`src/hdl/uart_flow_pkg.sv`:
```
// constants shared by the baud/flow-control block, its checker and its bench
// assumes one 100 MHz clock; register port addresses are byte indices
package uart_flow_pkg;

	// ----------------------------------------------------------------
	// register indices
	// ----------------------------------------------------------------
	localparam logic [4:0] ADDR_DIV_LOW   = 5'h00;
	localparam logic [4:0] ADDR_DIV_HIGH  = 5'h01;
	localparam logic [4:0] ADDR_FRACTION  = 5'h02;
	localparam logic [4:0] ADDR_ENHANCED  = 5'h03;
	localparam logic [4:0] ADDR_ON_ONE    = 5'h04;
	localparam logic [4:0] ADDR_ON_TWO    = 5'h05;
	localparam logic [4:0] ADDR_OFF_ONE   = 5'h06;
	localparam logic [4:0] ADDR_OFF_TWO   = 5'h07;
	localparam logic [4:0] ADDR_INT_EN    = 5'h08;
	localparam logic [4:0] ADDR_FIFO_CTL  = 5'h09;
	localparam logic [4:0] ADDR_INT_STAT  = 5'h0A;
	localparam logic [4:0] ADDR_LINE_CTL  = 5'h0B;
	localparam logic [4:0] ADDR_MODEM_CTL = 5'h0C;
	localparam logic [4:0] ADDR_LINE_STAT = 5'h0D;
	localparam logic [4:0] ADDR_MODEM_ST  = 5'h0E;
	localparam logic [4:0] ADDR_THRESH    = 5'h0F;
	localparam logic [4:0] ADDR_TRIGGER   = 5'h10;
	localparam logic [4:0] ADDR_TX_SPACE  = 5'h11;
	localparam logic [4:0] ADDR_RX_FILL   = 5'h12;
	localparam logic [4:0] ADDR_SCRATCH   = 5'h13;
	localparam logic [4:0] ADDR_GPIO_CTL  = 5'h14;
	localparam logic [4:0] ADDR_EXTRA     = 5'h15;

	// ----------------------------------------------------------------
	// values after reset, plus the flow interrupt status code
	// ----------------------------------------------------------------
	localparam logic [7:0] RST_DIV_LOW   = 8'h01;
	localparam logic [7:0] RST_DIV_HIGH  = 8'h00;
	localparam logic [7:0] RST_SCRATCH   = 8'hFF;
	localparam logic [7:0] RST_FLOW_CHAR = 8'h00;
	localparam logic [7:0] RST_ZERO      = 8'h00;
	localparam logic [7:0] RST_INT_STAT  = 8'h01;
	localparam logic [7:0] RST_LINE_CTL  = 8'h1D;
	localparam logic [7:0] RST_LINE_STAT = 8'h60;
	localparam logic [7:0] RST_THRESH    = 8'h0F;
	localparam logic [7:0] RST_TX_SPACE  = 8'h40;
	localparam logic [7:0] INT_STAT_FLOW = 8'h10;
	localparam logic [3:0] RST_MODEM_IN  = 4'hF;

	// ----------------------------------------------------------------
	// field positions
	// ----------------------------------------------------------------
	localparam int EN_BIT       = 4;
	localparam int SPECIAL_BIT  = 5;
	localparam int AUTO_RTS_BIT = 6;
	localparam int AUTO_CTS_BIT = 7;
	localparam int IE_FLOW_BIT  = 5;
	localparam int SOFT_RST_BIT = 3;
	localparam int TX_DIS_BIT   = 2;
	localparam int MC_RTS_BIT   = 1;
	localparam int MC_DTR_BIT   = 0;

	// ----------------------------------------------------------------
	// counts
	// ----------------------------------------------------------------
	localparam logic [6:0]  FIFO_DEPTH_COUNT = 7'd64;
	localparam logic [20:0] PHASE_STEP       = 21'd16;
	localparam logic [3:0]  LAST_SAMPLE_16X  = 4'd15;
	localparam logic [3:0]  LAST_SAMPLE_8X   = 4'd7;
	localparam logic [3:0]  LAST_SAMPLE_4X   = 4'd3;

	typedef enum logic [1:0] {
		FLOW_NONE,
		FLOW_SECOND,
		FLOW_FIRST,
		FLOW_BOTH
	} flow_sel_t;

	typedef enum {
		TX_FLOW_RUNNING,
		TX_FLOW_HALTED
	} tx_flow_state_t;

endpackage

```
`src/hdl/char_buffer.sv`:
```
// small shifting buffer in the received-character path
// assumes push and pop from logic on the same clock
`timescale 1ns/1ns
module char_buffer #(
	parameter int WIDTH = 8,
	parameter int DEPTH = 2
) (
	input  wire logic             clk,
	input  wire logic             rstn,
	input  wire logic             ce,
	input  wire logic             in_valid,
	output logic                  in_ready,
	input  wire logic [WIDTH-1:0] in_data,
	output logic                  out_valid,
	input  wire logic             out_ready,
	output logic [WIDTH-1:0]      out_data
);
	localparam int CW = $clog2(DEPTH + 1);

	logic [WIDTH-1:0] mem [DEPTH];
	logic [CW-1:0]    count;
	logic             push;
	logic             pop;
	logic [CW-1:0]    next_count;

	assign push = in_valid && in_ready;
	assign pop  = out_valid && out_ready;
	assign out_data = mem[0];

	always_comb begin
		next_count = count;
		if (push && !pop)
			next_count = count + CW'(1);
		else if (pop && !push)
			next_count = count - CW'(1);
	end

	always_ff @(posedge clk or negedge rstn) begin
		if (!rstn) begin
			count     <= '0;
			in_ready  <= 1'b1;
			out_valid <= 1'b0;
		end else if (ce) begin
			count     <= next_count;
			in_ready  <= next_count < CW'(DEPTH);
			out_valid <= next_count != '0;
		end
	end

	// entries slide toward the head so the head is always a plain flop
	always_ff @(posedge clk or negedge rstn) begin
		if (!rstn) begin
			for (int i = 0; i < DEPTH; i++)
				mem[i] <= '0;
		end else if (ce) begin
			for (int i = 0; i < DEPTH; i++) begin
				if (pop && i < DEPTH - 1 && CW'(i + 1) < count)
					mem[i] <= mem[i + 1];
				if (push && CW'(i) == (pop ? count - CW'(1) : count))
					mem[i] <= in_data;
			end
		end
	end

endmodule // char_buffer

```
`src/hdl/uart_flow_ctrl.sv`:
```
// baud generator, enhanced-feature registers and flow control of a uart
// assumes receiver, transmitter and fifos outside, on the same clock
//
// Function
// - divisor is high:low bytes plus fraction nibble over sixteen
// - fraction register reachable only while enhanced enable is set
// - fraction bits 5:4 pick 16x, 8x or 4x sampling; 16x default
// - transmit flow bits pick first pair, second pair, both, or none
// - receive flow bits compare first pair, second pair, both, or nothing
// - receive 11 with transmit 10/01 accepts either single character
// - receive 11 with transmit 11/00 needs the sequential two-char pair
// - enhanced bits writable only while enhanced enable is one
// - reset clears upper enhanced bits and fraction register
// - special detect compares each character with second off char
// - special detect with first-pair receive: both work normally
// - second-pair receive: second off char dropped, raises interrupt
// - auto request-to-send high at halt level, low below resume
// - auto clear-to-send stops transmit while remote holds it high
// - modem status change bits clear; upper bits show inverted inputs
// - divisor, scratch and flow characters reset only at power-up
// - halt and resume levels are threshold nibbles times four
`timescale 1ns/1ns
module uart_flow_ctrl
	import uart_flow_pkg::*;
#(
	parameter int BUF_DEPTH = 2
) (
	input  wire logic       clk,
	input  wire logic       rstn,
	input  wire logic       por_n,
	input  wire logic       ce,
	input  wire logic [4:0] reg_addr,
	input  wire logic       reg_wr,
	input  wire logic       reg_rd,
	input  wire logic [7:0] reg_wdata,
	output logic [7:0]      reg_rdata,
	input  wire logic       rx_char_valid,
	input  wire logic [7:0] rx_char,
	output logic            rx_char_ready,
	output logic            store_valid,
	output logic [7:0]      store_data,
	input  wire logic       store_ready,
	input  wire logic [6:0] rx_fill_count,
	input  wire logic [6:0] tx_space_count,
	input  wire logic [3:0] modem_in_n,
	input  wire logic       tx_serial,
	output logic            tx_out,
	output logic            rts_n,
	output logic            dtr_n,
	output logic            irq_n,
	output logic            tx_allowed,
	output logic            flow_send_valid,
	output logic [15:0]     flow_send_chars,
	output logic            flow_send_two,
	output logic            sample_tick,
	output logic            bit_tick
);
	import uart_flow_pkg::*;

	// ----------------------------------------------------------------
	// helpers
	// ----------------------------------------------------------------
	function automatic logic [6:0] level4(input logic [3:0] nib);
		return {1'b0, nib, 2'b00};
	endfunction

	function automatic logic hit(input logic [4:0] a);
		return reg_addr == a;
	endfunction

	logic [7:0] div_low, div_high, fraction, enhanced;
	logic [7:0] on_one, on_two, off_one, off_two, scratch;
	logic [7:0] int_en, fifo_ctl, line_ctl, modem_ctl, thresh, trigger;
	logic [7:0] gpio_ctl, extra, line_stat, tx_space, rx_fill;
	logic [3:0] modem_delta;
	logic       soft_rst, flow_flag, remote_halted, rts_hold;
	logic       pend_off, pend_on;
	logic       en;
	logic [3:0] modem_s1;
	logic [3:0] modem_s2, modem_s3, modem_filt;

	assign en = enhanced[EN_BIT];

	// ----------------------------------------------------------------
	// power-up-only registers
	// ----------------------------------------------------------------
	always_ff @(posedge clk or negedge por_n) begin
		if (!por_n) begin
			div_low  <= RST_DIV_LOW;
			div_high <= RST_DIV_HIGH;
			scratch  <= RST_SCRATCH;
			on_one   <= RST_FLOW_CHAR;
			on_two   <= RST_FLOW_CHAR;
			off_one  <= RST_FLOW_CHAR;
			off_two  <= RST_FLOW_CHAR;
		end else if (ce && reg_wr) begin
			if (hit(ADDR_DIV_LOW))  div_low  <= reg_wdata;
			if (hit(ADDR_DIV_HIGH)) div_high <= reg_wdata;
			if (hit(ADDR_SCRATCH))  scratch  <= reg_wdata;
			if (hit(ADDR_ON_ONE))   on_one   <= reg_wdata;
			if (hit(ADDR_ON_TWO))   on_two   <= reg_wdata;
			if (hit(ADDR_OFF_ONE))  off_one  <= reg_wdata;
			if (hit(ADDR_OFF_TWO))  off_two  <= reg_wdata;
		end
	end

	// ----------------------------------------------------------------
	// software reset pulse
	// ----------------------------------------------------------------
	always_ff @(posedge clk or negedge rstn) begin
		if (!rstn)
			soft_rst <= 1'b0;
		else if (ce)
			soft_rst <= reg_wr && hit(ADDR_GPIO_CTL) && reg_wdata[SOFT_RST_BIT];
	end

	// ----------------------------------------------------------------
	// control registers
	// ----------------------------------------------------------------
	always_ff @(posedge clk or negedge rstn) begin
		if (!rstn) begin
			{fraction, enhanced, int_en, fifo_ctl} <= {4{RST_ZERO}};
			{modem_ctl, trigger, gpio_ctl, extra} <= {4{RST_ZERO}};
			line_ctl <= RST_LINE_CTL;
			thresh   <= RST_THRESH;
		end else if (ce) begin
			if (soft_rst) begin
				{fraction, enhanced, int_en, fifo_ctl} <= {4{RST_ZERO}};
				{modem_ctl, trigger, gpio_ctl, extra} <= {4{RST_ZERO}};
				line_ctl <= RST_LINE_CTL;
				thresh   <= RST_THRESH;
			end else if (reg_wr) begin
				if (hit(ADDR_ENHANCED)) enhanced <= reg_wdata;
				if (hit(ADDR_FRACTION) && en) fraction <= reg_wdata;
				if (hit(ADDR_THRESH) && en)   thresh   <= reg_wdata;
				if (hit(ADDR_TRIGGER) && en)  trigger  <= reg_wdata;
				if (hit(ADDR_INT_EN)) begin
					int_en[3:0] <= reg_wdata[3:0];
					if (en) int_en[7:4] <= reg_wdata[7:4];
				end
				if (hit(ADDR_FIFO_CTL)) begin
					fifo_ctl[7:6] <= reg_wdata[7:6];
					fifo_ctl[3:0] <= reg_wdata[3:0];
					if (en) fifo_ctl[5:4] <= reg_wdata[5:4];
				end
				if (hit(ADDR_MODEM_CTL)) begin
					{modem_ctl[4:3], modem_ctl[1:0]} <= {reg_wdata[4:3], reg_wdata[1:0]};
					if (en) begin
						modem_ctl[7:5] <= reg_wdata[7:5];
						modem_ctl[2]   <= reg_wdata[2];
					end
				end
				if (hit(ADDR_LINE_CTL)) line_ctl <= reg_wdata;
				// reset bit is self-clearing, so it is never stored
				if (hit(ADDR_GPIO_CTL)) gpio_ctl <= reg_wdata & 8'hF7;
				if (hit(ADDR_EXTRA))    extra    <= reg_wdata;
			end
		end
	end

	// ----------------------------------------------------------------
	// modem inputs: three flops, change taken when stages two and three agree
	// ----------------------------------------------------------------
	always_ff @(posedge clk or negedge rstn) begin
		if (!rstn) begin
			modem_s1   <= RST_MODEM_IN;
			modem_s2   <= RST_MODEM_IN;
			modem_s3   <= RST_MODEM_IN;
			modem_filt <= RST_MODEM_IN;
		end else if (ce) begin
			modem_s1 <= modem_in_n;
			modem_s2 <= modem_s1;
			modem_s3 <= modem_s2;
			for (int i = 0; i < 4; i++)
				if (modem_s2[i] == modem_s3[i])
					modem_filt[i] <= modem_s3[i];
		end
	end

	// ----------------------------------------------------------------
	// receive character checks
	// ----------------------------------------------------------------
	flow_sel_t  rx_sel, tx_sel;
	logic       accept, pair_mode, either_mode;
	logic       is_on1, is_on2, is_off1, is_off2;
	logic       on_hit, off_hit, single_hit, special_hit, drop;

	assign rx_sel      = flow_sel_t'(enhanced[1:0]);
	assign tx_sel      = flow_sel_t'(enhanced[3:2]);
	assign is_on1      = rx_char == on_one;
	assign is_on2      = rx_char == on_two;
	assign is_off1     = rx_char == off_one;
	assign is_off2     = rx_char == off_two;
	assign either_mode = rx_sel == FLOW_BOTH && (tx_sel == FLOW_FIRST || tx_sel == FLOW_SECOND);
	assign pair_mode   = rx_sel == FLOW_BOTH && (tx_sel == FLOW_BOTH || tx_sel == FLOW_NONE);
	assign accept      = rx_char_valid && rx_char_ready;

	always_comb begin
		on_hit  = 1'b0;
		off_hit = 1'b0;
		unique case (rx_sel)
			FLOW_NONE: begin
			end
			FLOW_FIRST: begin
				on_hit  = is_on1;
				off_hit = is_off1;
			end
			FLOW_SECOND: begin
				on_hit  = is_on2;
				off_hit = is_off2;
			end
			FLOW_BOTH: begin
				if (either_mode) begin
					on_hit  = is_on1 || is_on2;
					off_hit = is_off1 || is_off2;
				end else begin
					on_hit  = pend_on && is_on2;
					off_hit = pend_off && is_off2;
				end
			end
		endcase
	end

	// single flow characters are consumed; pair characters pass through
	assign single_hit  = (on_hit || off_hit) && !pair_mode;
	assign special_hit = enhanced[SPECIAL_BIT] && is_off2;
	// first-pair mode: second off char is not a flow char, so it is stored
	assign drop        = single_hit;

	char_buffer #(
		.WIDTH (8),
		.DEPTH (BUF_DEPTH)
	) u_buffer (
		.clk       (clk),
		.rstn      (rstn),
		.ce        (ce),
		.in_valid  (rx_char_valid && !drop),
		.in_ready  (rx_char_ready),
		.in_data   (rx_char),
		.out_valid (store_valid),
		.out_ready (store_ready),
		.out_data  (store_data)
	);

	always_ff @(posedge clk or negedge rstn) begin
		if (!rstn) begin
			pend_off      <= 1'b0;
			pend_on       <= 1'b0;
			remote_halted <= 1'b0;
		end else if (ce) begin
			if (soft_rst || rx_sel == FLOW_NONE) begin
				pend_off      <= 1'b0;
				pend_on       <= 1'b0;
				remote_halted <= 1'b0;
			end else if (accept) begin
				pend_off <= pair_mode && is_off1;
				pend_on  <= pair_mode && is_on1;
				if (off_hit)
					remote_halted <= 1'b1;
				else if (on_hit)
					remote_halted <= 1'b0;
			end
		end
	end

	// ----------------------------------------------------------------
	// status registers
	// ----------------------------------------------------------------
	logic rd_stat, rd_modem;
	assign rd_stat  = reg_rd && hit(ADDR_INT_STAT);
	assign rd_modem = reg_rd && hit(ADDR_MODEM_ST);

	always_ff @(posedge clk or negedge rstn) begin
		if (!rstn) begin
			flow_flag   <= 1'b0;
			modem_delta <= 4'h0;
			line_stat   <= RST_LINE_STAT;
			tx_space    <= RST_TX_SPACE;
			rx_fill     <= RST_ZERO;
		end else if (ce) begin
			line_stat <= (tx_space_count == FIFO_DEPTH_COUNT) ? RST_LINE_STAT : RST_ZERO;
			tx_space  <= {1'b0, tx_space_count};
			rx_fill   <= {1'b0, rx_fill_count};
			if (soft_rst) begin
				flow_flag   <= 1'b0;
				modem_delta <= 4'h0;
			end else begin
				// an event in the clearing cycle is kept
				if (accept && (off_hit || special_hit))
					flow_flag <= 1'b1;
				else if (rd_stat)
					flow_flag <= 1'b0;
				modem_delta <= (rd_modem ? 4'h0 : modem_delta) | ((modem_filt ^ modem_s3) &
					~(modem_s2 ^ modem_s3));
			end
		end
	end

	// ----------------------------------------------------------------
	// register reads
	// ----------------------------------------------------------------
	always_ff @(posedge clk or negedge rstn) begin
		if (!rstn)
			reg_rdata <= RST_ZERO;
		else if (ce && reg_rd) begin
			unique case (reg_addr)
				ADDR_DIV_LOW:   reg_rdata <= div_low;
				ADDR_DIV_HIGH:  reg_rdata <= div_high;
				ADDR_FRACTION:  reg_rdata <= en ? fraction : RST_ZERO;
				ADDR_ENHANCED:  reg_rdata <= enhanced;
				ADDR_ON_ONE:    reg_rdata <= on_one;
				ADDR_ON_TWO:    reg_rdata <= on_two;
				ADDR_OFF_ONE:   reg_rdata <= off_one;
				ADDR_OFF_TWO:   reg_rdata <= off_two;
				ADDR_INT_EN:    reg_rdata <= int_en;
				ADDR_FIFO_CTL:  reg_rdata <= fifo_ctl;
				ADDR_INT_STAT:  reg_rdata <= (flow_flag && int_en[IE_FLOW_BIT]) ?
					INT_STAT_FLOW : RST_INT_STAT;
				ADDR_LINE_CTL:  reg_rdata <= line_ctl;
				ADDR_MODEM_CTL: reg_rdata <= modem_ctl;
				ADDR_LINE_STAT: reg_rdata <= line_stat;
				ADDR_MODEM_ST:  reg_rdata <= {~modem_filt, modem_delta};
				ADDR_THRESH:    reg_rdata <= thresh;
				ADDR_TRIGGER:   reg_rdata <= trigger;
				ADDR_TX_SPACE:  reg_rdata <= tx_space;
				ADDR_RX_FILL:   reg_rdata <= rx_fill;
				ADDR_SCRATCH:   reg_rdata <= scratch;
				ADDR_GPIO_CTL:  reg_rdata <= gpio_ctl;
				ADDR_EXTRA:     reg_rdata <= extra;
				default:        reg_rdata <= RST_ZERO;
			endcase
		end
	end

	// ----------------------------------------------------------------
	// hardware and transmit flow control
	// ----------------------------------------------------------------
	logic [6:0]     halt_level, resume_level;
	tx_flow_state_t tx_state;

	assign halt_level   = level4(thresh[3:0]);
	assign resume_level = level4(thresh[7:4]);

	always_ff @(posedge clk or negedge rstn) begin
		if (!rstn) begin
			rts_hold   <= 1'b0;
			rts_n      <= 1'b1;
			dtr_n      <= 1'b1;
			irq_n      <= 1'b1;
			tx_out     <= 1'b1;
			tx_allowed <= 1'b0;
		end else if (ce) begin
			if (rx_fill_count >= halt_level)
				rts_hold <= 1'b1;
			else if (rx_fill_count < resume_level)
				rts_hold <= 1'b0;
			// auto mode only raises a pin that software has driven low
			rts_n  <= !modem_ctl[MC_RTS_BIT] ||
				(enhanced[AUTO_RTS_BIT] && rts_hold);
			dtr_n  <= !modem_ctl[MC_DTR_BIT];
			irq_n  <= !(flow_flag && int_en[IE_FLOW_BIT]);
			tx_out <= extra[TX_DIS_BIT] || tx_serial;
			tx_allowed <= !(enhanced[AUTO_CTS_BIT] && modem_filt[0]) && !remote_halted;
		end
	end

	always_ff @(posedge clk or negedge rstn) begin
		if (!rstn) begin
			tx_state        <= TX_FLOW_RUNNING;
			flow_send_valid <= 1'b0;
			flow_send_chars <= 16'h0000;
			flow_send_two   <= 1'b0;
		end else if (ce) begin
			flow_send_valid <= 1'b0;
			if (soft_rst || tx_sel == FLOW_NONE) begin
				tx_state <= TX_FLOW_RUNNING;
			end else begin
				unique case (tx_state)
					TX_FLOW_RUNNING: if (rx_fill_count >= halt_level) begin
						tx_state        <= TX_FLOW_HALTED;
						flow_send_valid <= 1'b1;
						flow_send_two   <= tx_sel == FLOW_BOTH;
						flow_send_chars <= (tx_sel == FLOW_SECOND) ? {8'h00, off_two} :
							(tx_sel == FLOW_BOTH) ? {off_two, off_one} : {8'h00, off_one};
					end
					TX_FLOW_HALTED: if (rx_fill_count <= resume_level) begin
						tx_state        <= TX_FLOW_RUNNING;
						flow_send_valid <= 1'b1;
						flow_send_two   <= tx_sel == FLOW_BOTH;
						flow_send_chars <= (tx_sel == FLOW_SECOND) ? {8'h00, on_two} :
							(tx_sel == FLOW_BOTH) ? {on_two, on_one} : {8'h00, on_one};
					end
				endcase
			end
		end
	end

	// ----------------------------------------------------------------
	// fractional baud generator
	// ----------------------------------------------------------------
	logic [20:0] divisor16, phase, phase_sum;
	logic [3:0]  sample_cnt, last_sample;

	assign divisor16 = {1'b0, div_high, div_low, fraction[3:0]};
	assign phase_sum = phase + PHASE_STEP;
	assign last_sample = fraction[5] ? LAST_SAMPLE_4X :
		fraction[4] ? LAST_SAMPLE_8X : LAST_SAMPLE_16X;

	always_ff @(posedge clk or negedge rstn) begin
		if (!rstn) begin
			phase       <= '0;
			sample_cnt  <= '0;
			sample_tick <= 1'b0;
			bit_tick    <= 1'b0;
		end else if (ce) begin
			sample_tick <= 1'b0;
			bit_tick    <= 1'b0;
			// nonzero divisors of one or less saturate at one tick a cycle; zero stops the ticks
			if (divisor16 == '0 || soft_rst) begin
				phase      <= '0;
				sample_cnt <= '0;
			end else if (phase_sum >= divisor16) begin
				phase       <= (phase_sum - divisor16 >= divisor16) ? '0 : phase_sum - divisor16;
				sample_tick <= 1'b1;
				sample_cnt  <= (sample_cnt >= last_sample) ? 4'd0 : sample_cnt + 4'd1;
				bit_tick    <= sample_cnt >= last_sample;
			end else begin
				phase <= phase_sum;
			end
		end
	end

endmodule // uart_flow_ctrl

```
`config.mk`:
```
export PLATFORM = sky130hd
export DESIGN_NAME = uart_flow_ctrl
export DESIGN_NICKNAME = d
export VERILOG_FILES = /design/src/hdl/uart_flow_pkg.sv /design/src/hdl/char_buffer.sv /design/src/hdl/uart_flow_ctrl.sv
export SDC_FILE = /design/constraint.sdc
export NUM_CORES = 1
export LEC_CHECK = 0
export BUFFER_PORTS_ARGS = -buffer_cell sky130_fd_sc_hd__buf_2
export CAP_MARGIN = 20
export CORE_MARGIN = 1.5
export CORE_UTILIZATION = 35
export DETAILED_ROUTE_END_ITERATION = 8
export SKIP_LAST_GASP = 1
export SLEW_MARGIN = 20
export SYNTH_ARGS = -nofsm -noshare
export SYNTH_HDL_FRONTEND = slang
export SYNTH_HIERARCHICAL = 1
export SYNTH_SLANG_ARGS = --single-unit
```
`constraint.sdc`:
```
create_clock -name clk -period 14.56 [get_ports clk]
set_clock_uncertainty 0.05 [all_clocks]
set_input_delay 1.456 -clock clk [delete_from_list [all_inputs] [get_ports clk]]
set_output_delay 1.456 -clock clk [all_outputs]
set_load 0.02 [all_outputs]
```
==> flow_summary.ini, run 1 <==
[detailed_routing]
vias_per_cell = 5.92
vias = 12141
wl_met3_um = 3450
route.detailed.drc = 0
wl_met1_um = 21300
routed_wl_um = 50200
top_layer_used = met4
drtIter0Drc = 1053
antenna_left = 0
wl_met2_um = 22800
dr.pass1.iters = 5
routedWlPerCell_um = 24.5

[placement]
io_buffers = 90
hpwl_um = 36300
gp_congestion = 0.966

[synth]
synthTopCellsByArea = dfrtp_1, mux2_2, dfstp_2, ha_1, o21ai_0
syn_inst = 1441
synthFlopType = dfrtp_1
ys_seq_area_share_pct = 44.2
syn_nets = 1546
synth_area_per_cell_um2 = 10.1
synth_edf_count = 0
yosys.cell_types.count = 87
netlist.area_leader.share_pct = 37.0
async_flop_share_pct = 100
synthesis.area_um2 = 14500
yosys_warnings = 6
synth_top_cell_by_area = dfrtp_1
synth-seq-cells = 255

[power]
p_int_mw = 1.75
swShare_pct = 41.1
leakage_nw = 7.08
power_frac_clock_pct = 24.4
p_switching_mw = 1.22
p_per_area_nw_per_um2 = 182
seq_power_share_pct = 34.2
comb_power_share_pct = 41.3
ir_drop_mv = 0.109

[clocking]
cts-resized-gates = 0
cts-root-buf = clkbuf_16
clock-sinks = 255
cts_buffers = 29
clk_latency_ps = 580
tritoncts = yes
htreeDepth = 1
clk_pin_slew_ps = 60
postCtsHoldBufs = 0
clock_path_buffers = 3
post_cts_buffers = 0

[timing]
period_minus_slack_ps = 5860
setup_viol_count_final = 0
period_share_pct = 40.3
finalHoldViolCount = 0
report.final.slew_viol_count = 0
rsz0062_at_grt = false
setup_tns_ps = 0
worst_pin_slew_ps = 1050
maxSlewHeadroom_pct = 29.6
fmax_mhz = 171

[layout]
regMostFlops = phase
largest_reg_flops = 21
drive_above_1_share_pct = 21.7
area_growth_syn_to_layout_pct = 12.1
layout_common_cells = dfrtp_1, o21ai_0, mux2_2
layout_commonest_cell = dfrtp_1
utilization_pct = 39.8
fin_nets = 1599
top_regs = phase (21), flow_send_chars (16)

[die]
die-area_um2 = 42800
coreArea_um2 = 40900
die_w_um = 207
num_rows = 74
start_util_pct = 35.5
die_y_um = 207
io_pins = 91

[setup_path]
end_kind = flip-flop
worstPathArrival_ps = 6310
critPathLaunchType = flip-flop
crit_fanout = 17
worst-setup-path-type = flip-flop to flip-flop
required_ps = 15010

[grt]
grt_usage_pct = 23.7
grt_max_degree = 81
grt_pass1_vias = 12212
overflow = 0
grt_pass1_wl_um = 76300
antenna_found_initial = 0

[outcome]
status = finished, final reports clean

[min_path]
min_path_type = flip-flop to flip-flop

[flow_run]
drv.max_cap_violation_count = 0
[cells in the mapped netlist, types with 5 or more instances]
master       n
o211ai_1     5
a21o_1       8
o21a_1       9
a22oi_1     33
buf_4       13
nand4_1     24
a221oi_1    26
dfrtp_1    215
mux2i_1     21
and3_1      12
ha_1        56
nor3_1      25
nor4_1      12
dfstp_2     40
o21ai_0    117
a21oi_1     58
a31oi_1     12
buf_2        8
nand2_1    104
nor2_1      86
nand2b_1    12
clkbuf_1    43
nor2b_1     17
o2111ai_1    7
and2_1       9
xor2_1      26
a32oi_1      9
mux4_2       8
xnor2_1     41
mux2_2     108
a22o_1      21
nand3_1     81
buf_1        7
inv_1       69
[cell type report]
type	instances	area, um^2
Clock inverter	8	82.6
Multi-Input combinational cell	1040	7480
Antenna cell	1	2.50
Fill cell	4111	24600
Tap cell	532	666
Inverter	70	263
Timing Repair Buffer	98	522
Sequential cell	255	6430
Clock buffer	46	850
[worst max-delay path, cell delays in order (launching register included)]
cell       delay (ps)
dfrtp_1           440
ha_1              310
nand4_1           210
nor2_1            200
nand2_1            90
xnor2_1           190
ha_1              350
a21oi_1           260
o21ai_0           130
a221oi_1          590
a211oi_1          140
or3_1             400
and2_1            170
ha_1              190
a2111oi_0         480
o2111ai_1         260
a211oi_4          890
a32oi_1           230
a21oi_1           190
[power by group through the flow]
stage	registers, mW	clock network (mW)	logic (mW)
floorplan	0.971	0	0.914
global placement	1.02	0	1.21
detailed placement	1.02	0	1.22
CTS	1.01	0.737	1.23
global route	1.03	0.765	1.36
finish	1.02	0.725	1.23
[metrics by stage]
stage / worst slack, ps / instances / instance area [um^2] / total power, mW / hold slack [ps]
global route: 8270 / 2049 / 16300 / 3.15 / 441
detailed placement: 8760 / 1995 / 15400 / 2.24 / 404
floorplan: 9780 / 1441 / 14500 / 1.89 / 365
finish: 8700 / 2050 / 16300 / 2.97 / 412
CTS: 8720 / 2049 / 16300 / 2.98 / 418
global placement: 8910 / 1995 / 15400 / 2.23 / 403
[worst paths after layout]
check,start,to,slack (ps),cells past startpoint
hold / removal,reg_rdata[5],reg_rdata[5],410,2
min in group asynchronous,rstn,flow_send_chars[10],880,1
setup / recovery,phase[4],phase[9],8700,18
max in group asynchronous,rstn,modem_ctl[4],11430,3
setup reg to reg,phase[4],phase[9],8700,18
hold reg to reg,reg_rdata[5],reg_rdata[5],410,2
[kinds of logic after synthesis]
logic type	count (synthesis)	share of synthesized area [%]
simple gates	424	14.6
compound gates	354	16.7
flops	255	44.2
buf+inv	146	4.39
mux	137	11.0
xor+xnor	67	4.04
fa+ha+maj	58	5.02
[layer usage]
| metal | GRT usage [%] | vias up |
|---|---|---|
| met3 | 3.31 | 144 |
| met4 | 11.2 | 0 |
| li1 | - | 5381 |
| met1 | 31.6 | 6088 |
| met5 | 0 | - |
| met2 | 37.9 | 528 |
Note: power is estimated with default switching activity, not from simulation.
==> run 2: changes to the inputs <==
==> constraint.sdc (replaced) <==
create_clock -name clk -period 4.88 [get_ports clk]
set_clock_uncertainty 0.05 [all_clocks]
set_input_delay 0.488 -clock clk [delete_from_list [all_inputs] [get_ports clk]]
set_output_delay 0.488 -clock clk [all_outputs]
set_load 0.02 [all_outputs]
==> run 2 against run 1 <==
  * The flow now finishes with violations (negative hold slack)
  * Count of clock-buffer cells in the layout did not move
  * Core utilization rose by 1.0 points
  * Register-to-register slack got worse by 8500 ps
  * Clock power rose to 3.2 times the previous value
  * First-iteration DRC count rose by 23%
  * Die area did not move
  * Via count rose by 1.7%
  * Setup slack got worse by 8500 ps
  * Hold slack got worse by 460 ps
  * Combinational power rose to 3.3 times the previous value
  * Largest power group unchanged
==> flow_summary.ini, run 2 (synthesis gave the netlist of run 1 again) <==
[layout]
top_regs = phase (21), flow_send_chars (16)
antenna_cells = 0
regMostFlops = phase
largest_reg_flops = 21
seq_area_um2 = 6430
multi_input_area_um2 = 7540
utilization_pct = 40.9
fin_nets = 1633
layout_common_cells = dfrtp_1, o21ai_0, mux2_2
instances_no_fill = 2084
layout_commonest_cell = dfrtp_1
area_growth_syn_to_layout_pct = 15.0
fillers = 4054
drive_above_1_share_pct = 24.3
final_cell_area_um2 = 16700

[setup_path]
required_ps = 5320
worstPathArrival_ps = 5100
critical-path-top-delay-family = compound AO/OA/AOI/OAI gates
rr_worst_depth = 19
crit_buf_inv = 2
r2r_end = phase[17]
crit_start = phase[5]
cp-endpoint = phase[17]
cpPeakStageDelay_ps = 400
reg2reg_from = phase[5]
r2r_slack_ps = 220
cpMaxStageDelayCell = dfrtp_1
critPathLaunchType = flip-flop
end_kind = flip-flop
worst-setup-path-type = flip-flop to flip-flop
crit_fanout = 7
crit_chain = ha_2 > buf_4 > nand3_1 > xnor2_1 > ha_2 > a21oi_1 > o21ai_1 > and4_1 > a211oi_2 > a211oi_2 > or3_1 > and2_1 > ha_1 > a2111oi_4 > o2111ai_2 > a211oi_4 > buf_4 > a32oi_1 > a21oi_1
cp.depth = 19

[die]
num_rows = 74
die-area_um2 = 42800
coreArea_um2 = 40900
start_util_pct = 35.5
die_y_um = 207
io_pins = 91
die_w_um = 207

[clocking]
cts_buffers = 30
clock-sinks = 255
postCtsHoldBufs = 0
tritoncts = yes
clock_path_buffers = 3
cts-root-buf = clkbuf_16
clk_latency_ps = 600
htreeDepth = 1
clk_pin_slew_ps = 60

[detailed_routing]
route.detailed.drc = 0
vias_per_cell = 5.92
drtIter0Drc = 1299
routedWlPerCell_um = 24.3
dr.pass1.iters = 5
routed_wl_um = 50500
vias = 12342
antenna_left = 0

[outcome]
violations = negative hold slack
status = finished with violations

[placement]
hpwl_um = 36700
io_buffers = 90
dp_cells = 2027
placed_cell_area_um2 = 15600
gp_congestion = 0.956

[power]
ir_drop_mv = 0.276
p_per_area_nw_per_um2 = 562
leakage_nw = 7.31
finalPower_mw = 9.40

[timing]
finalHoldViolCount = 21
setup_tns_ps = 0
period_minus_slack_ps = 4660
period_share_pct = 95.5
report.final.slew_viol_count = 0
fmax_mhz = 215
maxSlewHeadroom_pct = 30.7
setup_viol_count_final = 0
timing.hold.ws_ps = -50.2
worst_pin_slew_ps = 1030

[grt]
overflow = 0
antenna_found_initial = 0
grt_pass1_wl_um = 76000
grt_pass1_vias = 11982
grt_usage_pct = 23.9
grt_max_degree = 109

[flow_run]
drv.max_cap_violation_count = 0

[min_path]
min_path_type = input port to asynchronous set/reset pin
run 2: cell count changes in the layout (fill, tap and decap cells not counted), moves of 3 or more:
cell      change
ha_1          -3
xnor2_1       -3
clkbuf_1      -3
buf_4        +31
xnor2_2       +3
ha_2          +3
run 2: power by group:
group | switching, mW | internal, mW | leakage [nW] | total [mW]
Combinational | 2.35 | 1.71 | 3.61 | 4.06
Sequential | 0.475 | 2.55 | 3.20 | 3.03
Clock | 0.949 | 1.37 | 0.504 | 2.32
run 2: layer usage:
metal	global-route usage [%]	vias to the layer above	share of wire, %
met4	11.8	0	5.7
met3	3.25	138	6.9
met2	37.7	584	45
met5	0	-	0
met1	32.2	6165	42
li1	-	5455	-
run 2: area by class of cell:
cell class,instances,area share (%)
clock buffer,46,5.33
clock inverter,10,0.793
inverter,70,1.57
multi-input combinational,1040,45.1
sequential,255,38.5
tap,532,3.98
timing repair buffer,131,4.75
run 2: timing repair:
action | 4_1_cts | 5_1_grt
setup buffers | 0 | 1
gates resized for setup | 1 | 14
pin swaps | 0 | 2
setup endpoints to repair | 16 | 20
run 2: how the worst min path moves through the flow:
stage                      start                   to  slack [ps]  cells past startpoint
floorplan                   rstn             bit_tick         140                      0
global placement    reg_rdata[1]         reg_rdata[1]         400                      2
detailed placement  reg_rdata[3]         reg_rdata[3]         410                      2
CTS                        por_n           off_two[6]           5                      2
global route                rstn  flow_send_chars[14]          50                      1
finish                      rstn  flow_send_chars[14]         -50                      1
run 2: stage by stage:
stage / hold WS, ps / setup WS, ps
after floorplan: 142 / 96.2
after global placement: 403 / 191
after detailed placement: 408 / -72.1
after CTS: 4.58 / 22.0
after global routing: 48.9 / -10.2
final: -50.2 / 221
